**config.mk**
```make
export PLATFORM = sky130hd
export DESIGN_NAME = power_config_and_status
export DESIGN_NICKNAME = d
export VERILOG_FILES = /design/src/logic/power_status_pkg.sv /design/src/logic/channel_power_slot.sv /design/src/logic/power_config_and_status.sv
export VERILOG_INCLUDE_DIRS = /design/src /design/src/logic
export SDC_FILE = /design/constraint.sdc
export NUM_CORES = 1
export LEC_CHECK = 0
export BUFFER_PORTS_ARGS = -buffer_cell sky130_fd_sc_hd__clkbuf_2
export CAP_MARGIN = 20
export CORE_MARGIN = 2
export CORE_UTILIZATION = 61
export CTS_BUF_LIST = sky130_fd_sc_hd__clkbuf_2 sky130_fd_sc_hd__clkbuf_4 sky130_fd_sc_hd__clkbuf_8
export CTS_CLUSTER_DIAMETER = 150
export DETAILED_ROUTE_END_ITERATION = 6
export PLACE_DENSITY = 0.86
export SETUP_SLACK_MARGIN = 0.02
export SYNTH_ARGS = -nofsm -noshare
export SYNTH_HDL_FRONTEND = slang
export SYNTH_SLANG_ARGS = --single-unit
```
**constraint.sdc**
```tcl
create_clock -name mclk -period 3.65 [get_ports mclk]
set_input_delay 0.1825 -clock mclk [delete_from_list [all_inputs] [get_ports mclk]]
set_output_delay 0.1825 -clock mclk [all_outputs]
set_load 0.005 [all_outputs]
```
**src/logic/power_status_cfg.svh**
```systemverilog
// Register offsets, reset values and timing counts for the power block
`ifndef POWER_STATUS_CFG_SVH
`define POWER_STATUS_CFG_SVH
`define OFS_INPUT_ENABLE 8'h73
`define OFS_POWER_CONFIG 8'h75
`define OFS_CHANNEL_STATUS 8'h76
`define OFS_MODE_STATUS 8'h77
`define OFS_CHECKSUM 8'h7e
`define RST_INPUT_ENABLE 8'hf0
`define RST_POWER_CONFIG 8'h00
`define RST_CHANNEL_STATUS 8'h00
`define RST_MODE_STATUS 8'h80
`define RST_CHECKSUM 8'h00
`define BIT_BIAS_ON 7
`define BIT_CONV_ON 6
`define BIT_LOOP_ON 5
`define BIT_DYN_ALLOW 4
`define FLD_GROUP_HI 3
`define FLD_GROUP_LO 2
`define FLD_MODE_HI 7
`define FLD_MODE_LO 5
`define MODE_SLEEP 3'h4
`define MODE_IDLE 3'h6
`define MODE_ACTIVE 3'h7
`define RAMP_TIME_NS 100
`define CLK_PERIOD_NS 5
`define RAMP_CYCLES ((`RAMP_TIME_NS + `CLK_PERIOD_NS - 1) / `CLK_PERIOD_NS)
`endif

```
**src/logic/power_status_pkg.sv**
```systemverilog
// Types shared by the power configuration and status block
package power_status_pkg;
    typedef enum logic [1:0] {
        GROUP_TWO,
        GROUP_FOUR,
        GROUP_SIX,
        GROUP_EIGHT
    } group_sel_t;
    typedef enum {
        CH_OFF,
        CH_RISING,
        CH_ON,
        CH_FALLING
    } ch_state_t;
endpackage

```
**src/logic/channel_power_slot.sv**
```systemverilog
// One channel power sequencer with a settling delay
`timescale 1ns/1ps
`include "power_status_cfg.svh"
module channel_power_slot
    import power_status_pkg::*;
#(
    parameter int RAMP = `RAMP_CYCLES
) (
    input wire logic mclk,
    input wire logic srst,
    input wire logic want_on,
    output logic powered
);
    ch_state_t state_reg;
    logic [15:0] count_reg;
    always_ff @(posedge mclk) begin
        if (srst) begin
            state_reg <= CH_OFF;
            count_reg <= 16'h0000;
        end else begin
            case (state_reg)
                CH_OFF: begin
                    if (want_on) begin
                        state_reg <= CH_RISING;
                        count_reg <= 16'(RAMP);
                    end
                end
                CH_RISING: begin
                    if (!want_on) begin
                        state_reg <= CH_OFF;
                    end else if (count_reg <= 16'h0001) begin
                        state_reg <= CH_ON;
                    end else begin
                        count_reg <= count_reg - 16'h0001;
                    end
                end
                CH_ON: begin
                    if (!want_on) begin
                        state_reg <= CH_FALLING;
                        count_reg <= 16'(RAMP);
                    end
                end
                CH_FALLING: begin
                    if (want_on) begin
                        state_reg <= CH_ON;
                    end else if (count_reg <= 16'h0001) begin
                        state_reg <= CH_OFF;
                    end else begin
                        count_reg <= count_reg - 16'h0001;
                    end
                end
                default: state_reg <= CH_OFF;
            endcase
        end
    end
    // Status reports settled power only, never the request
    assign powered = (state_reg == CH_ON) || (state_reg == CH_FALLING);
endmodule

```
**src/logic/power_config_and_status.sv**
```systemverilog
// Power configuration, channel status, mode status and checksum registers
// Operation
// - Config bit 7 powers the microphone bias up or down.
// - Converter power bit clear powers every channel down.
// - Converter power bit set powers only enabled channels up.
// - Config bit 5 powers the loop synthesiser up or down.
// - Dynamic bit clear: no per-channel changes while recording.
// - Dynamic bit set: channels change alone while others record.
// - Bits 3-2 pick dynamic group: channels 1-2, 1-4, 1-6, 1-8.
// - Status bit 7 is channel 1 down to bit 0 channel 8.
// - Status bits 3-0 reflect pulse-density channels only.
// - Mode field reads 4 in sleep or shutdown.
// - Mode field reads 6 when active with all channels off.
// - Mode field reads 7 when active with any channel on.
// - Mode register read-only, resets 80h, low five bits zero.
// - Readable checksum of control transactions, resets to zero.
// - Checksum write loads value; other writes update it.
// - Each of eight channels has its own input enable bit.
`timescale 1ns/1ps
`include "power_status_cfg.svh"
module power_config_and_status
    import power_status_pkg::*;
#(
    parameter int CHANNELS = 8,
    parameter int RAMP = `RAMP_CYCLES
) (
    input wire logic mclk,
    input wire logic srst,
    input wire logic wr_en,
    input wire logic rd_en,
    input wire logic [7:0] addr,
    input wire logic [7:0] wdata,
    output logic [7:0] rdata,
    input wire logic active,
    output logic bias_supply_power_on,
    output logic loop_synth_power_on,
    output logic [CHANNELS-1:0] channel_power_request
);
    logic [7:0] power_config_reg;
    logic [7:0] input_enable_reg;
    logic [7:0] control_checksum_reg;
    logic [7:0] rdata_reg;
    logic [CHANNELS-1:0] want_reg;
    logic [CHANNELS-1:0] want_next;
    logic [CHANNELS-1:0] settled;
    logic [7:0] channel_power_state;
    logic [7:0] group_mask;
    logic [2:0] device_mode_state;
    logic converter_power_on;
    logic dynamic_channel_power_allow;
    logic recording;
    group_sel_t dynamic_channel_group_select;
    logic [7:0] mode_status;

    assign converter_power_on = power_config_reg[`BIT_CONV_ON];
    assign dynamic_channel_power_allow = power_config_reg[`BIT_DYN_ALLOW];
    assign dynamic_channel_group_select = group_sel_t'(
        power_config_reg[`FLD_GROUP_HI:`FLD_GROUP_LO]);

    // Host writes; bits 1-0 are reserved but kept as stored
    always_ff @(posedge mclk) begin
        if (srst) begin
            power_config_reg <= `RST_POWER_CONFIG;
            input_enable_reg <= `RST_INPUT_ENABLE;
        end else if (wr_en) begin
            if (addr == `OFS_POWER_CONFIG)
                power_config_reg <= wdata;
            if (addr == `OFS_INPUT_ENABLE)
                input_enable_reg <= wdata;
        end
    end

    assign bias_supply_power_on = power_config_reg[`BIT_BIAS_ON];
    assign loop_synth_power_on = power_config_reg[`BIT_LOOP_ON];

    // Channels in the dynamic group, channel 1 at bit 7
    always_comb begin
        case (dynamic_channel_group_select)
            GROUP_TWO: group_mask = 8'hc0;
            GROUP_FOUR: group_mask = 8'hf0;
            GROUP_SIX: group_mask = 8'hfc;
            GROUP_EIGHT: group_mask = 8'hff;
            default: group_mask = 8'hff;
        endcase
    end

    assign recording = |settled;

    // Per-channel request. Without dynamic mode a running recording
    // freezes the channel set until the converter bit drops.
    always_comb begin
        want_next = want_reg;
        for (int i = 0; i < CHANNELS; i++) begin
            if (!converter_power_on) begin
                want_next[i] = 1'b0;
            end else if (!recording) begin
                want_next[i] = input_enable_reg[7-i];
            end else if (dynamic_channel_power_allow
                         && group_mask[7-i]) begin
                want_next[i] = input_enable_reg[7-i];
            end else begin
                want_next[i] = want_reg[i];
            end
        end
    end

    always_ff @(posedge mclk) begin
        if (srst)
            want_reg <= '0;
        else
            want_reg <= want_next;
    end

    assign channel_power_request = want_reg;

    genvar g;
    generate
        for (g = 0; g < CHANNELS; g++) begin : gen_slot
            // Channels 5-8 are pulse-density only; same sequencer
            channel_power_slot #(.RAMP(RAMP)) u_slot (
                .mclk(mclk),
                .srst(srst),
                .want_on(want_reg[g]),
                .powered(settled[g])
            );
        end
    endgenerate

    // Channel 1 on bit 7 down to channel 8 on bit 0
    always_comb begin
        channel_power_state = 8'h00;
        for (int i = 0; i < CHANNELS; i++)
            channel_power_state[7-i] = settled[i];
    end

    // Mode from settled channel state
    always_comb begin
        if (!active)
            device_mode_state = `MODE_SLEEP;
        else if (channel_power_state == 8'h00)
            device_mode_state = `MODE_IDLE;
        else
            device_mode_state = `MODE_ACTIVE;
    end

    // Reserved low bits read zero
    always_comb begin
        mode_status = 8'h00;
        mode_status[`FLD_MODE_HI:`FLD_MODE_LO] = device_mode_state;
    end

    // Write loads value; other writes fold address and data
    always_ff @(posedge mclk) begin
        if (srst)
            control_checksum_reg <= `RST_CHECKSUM;
        else if (wr_en && addr == `OFS_CHECKSUM)
            control_checksum_reg <= wdata;
        else if (wr_en)
            control_checksum_reg <= control_checksum_reg + addr + wdata;
    end

    // Read data registered; unmapped reads return zero
    always_ff @(posedge mclk) begin
        if (srst) begin
            rdata_reg <= 8'h00;
        end else if (rd_en) begin
            case (addr)
                `OFS_INPUT_ENABLE: rdata_reg <= input_enable_reg;
                `OFS_POWER_CONFIG: rdata_reg <= power_config_reg;
                `OFS_CHANNEL_STATUS: rdata_reg <= channel_power_state;
                `OFS_MODE_STATUS: rdata_reg <= mode_status;
                `OFS_CHECKSUM: rdata_reg <= control_checksum_reg;
                default: rdata_reg <= 8'h00;
            endcase
        end
    end
    assign rdata = rdata_reg;

    // Cycles a channel-one request has waited for settled power, so the
    // ramp length is checked without a long repetition in a property
    logic [15:0] ramp_seen_reg;
    always_ff @(posedge mclk) begin
        if (srst || !want_reg[0])
            ramp_seen_reg <= 16'h0000;
        else if (!settled[0])
            ramp_seen_reg <= ramp_seen_reg + 16'h0001;
    end
endmodule

```
# == Word-level counts from Yosys, hierarchy flattened ==
# Cells that the tools add are included.
# Widths: inputs -> output; s select.
# totals
output_inout_bits,18
elab_cells,333
mem_bits_ro,0
input_bits,21
register_bits,424
memories,0
ramBits,0
latch_bits,0
# classes
n_reduce_logical,56
n_eq_ne,104
div,0
n_mux,126
shift,0
mul,0
order_cmp,8
bitwise_logic,1
n_addsub,10
# ops
operator,n
$mux 32,48
$pmux 32 s4,8
$mux 16,40
$eq 32x2->1 const B,16
$eq 32x3->1 const B,16
$pmux 16 s4,8
$eq 32x1->1 const B,8
$logic_not 32->1,8
$le 16x1->1 const B,8
$sub 16x1->16 const B,8
$ne 2x2->1 const B,32
$ne 3x2->1 const B,16
$eq 8x7->1 const B,5
$pmux 8 s5,1
$reduce_and 5->1,8
$pmux 8 s4,1
$reduce_and 4->1,8
$reduce_bool 4->1,8
$mux 1,17
$add 8x8->8,2
$mux 8,2
$ne 2x1->1 const B,8
$logic_and 1x1->1,9
$logic_not 8->1,1
other kinds (10),19

# == Logic depth before layout (Yosys ltp) ==
# depth
ltp_word,6
ltp_mapped,10
depth_no_buf,10

# == Cells and area by module ==
# From an unflattened synthesis, not the netlist that was laid out.
# hier_totals
cells_unflattened,1255
area_unflattened_um2,10980.5
# by_module_without_submodules
mod,cells_per_inst,n_inst,area_each_um2,seq_area_each_um2
channel_power_slot,124,8,1084.8,360.3
power_config_and_status,263,1,2302.2,800.8

# == Worst setup path before layout ==
# OpenSTA, ideal clock, no wires.
# synth_path
path_kind,register to register
from,register gen_slot[7].u_slot.count_reg[8]
to,register gen_slot[7].u_slot.count_reg[15]
setup_time_ns,0.059
synth_period_minus_slack_ns,2.263
required_time_ns,3.591
setup_slack_ns,1.387
arrival_time_ns,2.203
path_buffers,0
path_stages_with_launch,6
cell_sequence,dfxtp_1 > or4_4 > or3_4 > or4_1 > or4_1 > nand2_1
# synth_between
elab_chain_cells,4
elab_cells_between_ends,6
classes_between,add/sub: 1; order compare: 1; mux: 4
# synth_lines
element,line,rtl
"start, declared",channel_power_slot.sv:15,logic [15:0] count_reg;
"start signal, assigned",channel_power_slot.sv:25,count_reg <= 16'(RAMP);
"start signal, assigned",channel_power_slot.sv:34,count_reg <= count_reg - 16'h0001;
"start signal, assigned",channel_power_slot.sv:40,count_reg <= 16'(RAMP);
$sub 16x1->16 / $le 16x1->1 (equally long branches),n/a,
$mux 16 *,"channel_power_slot.sv:31, channel_power_slot.sv:46",
"$mux 16, on equally long branches","channel_power_slot.sv:44, channel_power_slot.sv:29",
$pmux 16 s4 *,channel_power_slot.sv:21,case (state_reg)
# Every way passes the cells marked *; elsewhere a longest branch is shown, timed or not. The select of a mux whose other input is x is not followed.
# A chain may end at the register's enable or synchronous reset.

# == Final worst setup path ==
# layout_path
from,register gen_slot[7].u_slot.count_reg[8]
to,register gen_slot[7].u_slot.count_reg[3]
# layout_between
elab_chain_cells,4
elab_cells_between_ends,5
classes_between,order compare: 1; mux: 4
# layout_lines
element,line
$le 16x1->1 *,"channel_power_slot.sv:31, channel_power_slot.sv:46"
$mux 16 *,n/a
"$mux 16, on equally long branches",n/a
$pmux 16 s4 *,n/a
# Marked as above.

==> summary.txt <==
Status
  – Status: finished, final reports clean

Pwr
  – Maximum VDD drop: 309 uV
  – Power Dens Cells: 383 nW/um2
  – Comb power frac: 8.0%
  – Int Pwr: 2980 uW
  – Standby leakage power: 0.00388 uW
  – Switch share: 22.8%
  – Switching Power: 879 uW
  – Clock Power Share: 39.0%
  – Seq pwr share: 53.0%

Clock network
  – CTS max path bufs: 2
  – Skew-Pair Late Insertion Delay: 460 ps
  – Clock transition at path regs: 90 ps
  – CTS root buf: clkbuf_8
  – Setup Fix Bufs, Post-CTS: 0
  – Sink Count: 184
  – PostCTS Resize Cnt: 0
  – CTS tree: yes
  – H-tree Lvls: 4
  – TritonCTS Buffers: 17
  – Post-CTS Hold Fix Bufs: 1

Synth
  – Ys flop type: dfxtp_1
  – Syn Nets: 1144
  – Compound-gate portion of the synthesized area: 15.0%
  – Synthesis Warnings: 0
  – Synth unique cells: 67
  – Mapped cell area: 9350 um2
  – Post-synth ARST share: 0%
  – Xor/xnor share of the synthesized area: 8.05%
  – Post-synth EDFFs: 0
  – Cells after Synth: 1093
  – Most frequent cells after synthesis: dfxtp_1 (184), nor2_1 (165), nand2_1 (65), xnor2_1 (57), a21oi_1 (56)
  – Synth area leader: dfxtp_1
  – Main combinational cell family by area after synthesis: simple AND/OR/NAND/NOR gates
  – Top cells by area, synth: dfxtp_1 (39%), nor2_1 (6.6%), xnor2_1 (5.3%)
  – Post-synthesis adder-cell area fraction: 4.66%
  – Syn Area/Cell: 8.56 um2
  – Post-synthesis mux area share: 4.08%
  – Synth Register Bits: 184
  – Post-synthesis sequential area ratio: 39.4%
  – Post-synth top area share: 39.4%
  – Synth Area in Simple Gates: 25.2%
  – Most common cell in the netlist: dfxtp_1

Timing
  – Slew Limit Fails: 0
  – Setup violations, final: 0
  – Final hold viol count: 0
  – RSZ-0062 raised after global routing: false
  – Fmax: 418 MHz
  – Slew margin rel.: 35.6%
  – Fin crit share: 65.5%
  – Min Hold Slack: 34.5 ps
  – Final WS setup: 1260 ps
  – Setup TNS: 0 ps
  – Final setup skew: 11.1 ps
  – Fin crit period: 2390 ps
  – Slew @ Worst Pin: 958 ps

Final layout
  – Design area: 10100 um2
  – Max FFs per register: 128
  – Area growth from synthesis to layout: 7.91%
  – N_diodes: 0
  – Number of nets in the layout: 1163
  – Final Util: 66.9%
  – Share of layout cells above drive strength 1: 8.82%

Placed design
  – Placed inst area: 9630 um2
  – Final Wtd Congestion: 0.914
  – HPWL after DPL: 13700 um
  – Placement Setup Slack: 1220 ps
  – IO Port Bufs: 38

Global routing
  – Congestion Overflow GR: 0
  – Grt peak-use layer: met2
  – Largest net degree at the start of global routing: 69
  – Vias in the first global route: 7091
  – First-pass GRT wire length: 33100 um
  – GRT met1 Usage: 34.1%
  – Gr usage total: 24.4%
  – GR Util met3: 5.72%
  – Initial antenna violation count: 0
  – M2 GR Usage: 38.1%

Critical path
  – End of the critical path: gen_slot[7].u_slot.count_reg[3]
  – Startpoint Class: flop
  – CP arrival: 2750 ps
  – Launch point of the worst reg-to-reg path: gen_slot[7].u_slot.count_reg[8]
  – Levels on crit path: 5
  – R2r worst-path depth: 5
  – Delay-heaviest family, CP: simple AND/OR/NAND/NOR gates
  – Required time worst endpoint: 4000 ps
  – CP cell instances: or4_4 -> or3_4 -> o31ai_2 -> nor2_1 -> a32o_1
  – Slowest CP cell: o31ai_2
  – Bufs and invs on worst path: 0
  – Kind of critical path: flop to flop
  – CP endpoint kind: flop
  – Beginning of the critical path: gen_slot[7].u_slot.count_reg[8]
  – R2R Setup Slk: 1260 ps
  – Max stage delay on crit path: 570 ps
  – Reg-to-Reg End: gen_slot[7].u_slot.count_reg[3]
  – Crit-path max FO: 8

Routing
  – DR iter-0 viols: 746
  – Final Routed Wirelength: 19800 um
  – Residual DRC: 0
  – Vias: 7977
  – Drt wl/cell: 15.1 um
  – TritonRoute pass-1 iters: 6
  – Vias/cell: 6.09
  – ANT nets after route: 0

Floorplanning
  – Core box area: 15100 um2
  – Die height: 128 um
  – Die Wd: 128 um
  – Die area: 16300 um2
  – Initial Util: 62.0%
  – Ports: 39
  – Rows: 45

Job
  – Maxcap violations: 0

Min path
  – Hold crit path type: input pin to flop
[metrics by stage]
step           cells  total power [uW]
4_1_cts         1308              3890
6_report        1310              3860
3_3_place_gp    1278              2390
5_1_grt         1310              4010
2_1_floorplan   1093              2320
3_5_place_dp    1278              2390
[kinds of logic after synthesis]
| logic type | count (synthesis) |
|---|---|
| adder cells (fa/ha/maj) | 30 |
| buffers and inverters | 80 |
| multiplexers | 38 |
| XOR/XNOR | 86 |
| AO/OA/AOI/OAI | 212 |
| AND/OR/NAND/NOR | 463 |
| flip-flops | 184 |
[worst min path at each step]
stage / startpoint / to / slack, ps / cells past startpoint
floorplan: rd_en / rdata[7] / 280 / 1
global placement: rd_en / rdata[7] / 450 / 2
detailed placement: rd_en / rdata[7] / 450 / 2
CTS: wdata[7] / input_enable_reg[7] / 5 / 3
global route: wdata[7] / input_enable_reg[7] / 3 / 3
finish: wdata[7] / input_enable_reg[7] / 30 / 3
[cells in the final DEF (no fill, tap or decap), types with 12 or more instances in the layout]
master and count:
mux2i_1 37, nor3_1 36, clkbuf_8 22, nand4_1 17, ha_1 22, inv_1 30, or4_1 22, a211oi_1 17
xnor2_1 57, nand3_1 36, nand2_1 65, nor4_1 25, o21ai_0 35, a21oi_1 56, xor2_1 29, a22oi_1 12
dfxtp_1 184, or3_1 20, clkbuf_2 40, nor2_1 165, o211ai_1 13
[final cells by class]
class	instances	area, um2
Clock buffer	22	303
Clock inverter	7	141
Fill cell	1212	5000
Inverter	30	113
Multi-Input combinational cell	829	5340
Sequential cell	184	3680
Tap cell	188	235
Timing Repair Buffer	50	278
[metal layers]
layer  routed length, um  vias up
met5                   0        -
met3                1100       22
li1                    -     3989
met1                9390     3757
met2                9050      209
met4                 227        0
[worst reg2reg max path, delay by kind of cell (launching register included)]
family	cells	cell delay, ps
AOI/OAI and AO/OA	2	860
DFF	1	360
and+or+nand+nor	3	1080
[power by group through the flow]
stage / sequential [uW] / combinational, uW / clock [uW]
CTS: 2050 / 304 / 1540
floorplan: 2090 / 230 / 0
global route: 2050 / 344 / 1620
finish: 2050 / 308 / 1510
global placement: 2090 / 293 / 0
detailed placement: 2090 / 301 / 0
Note: power is estimated with default switching activity, not from simulation.
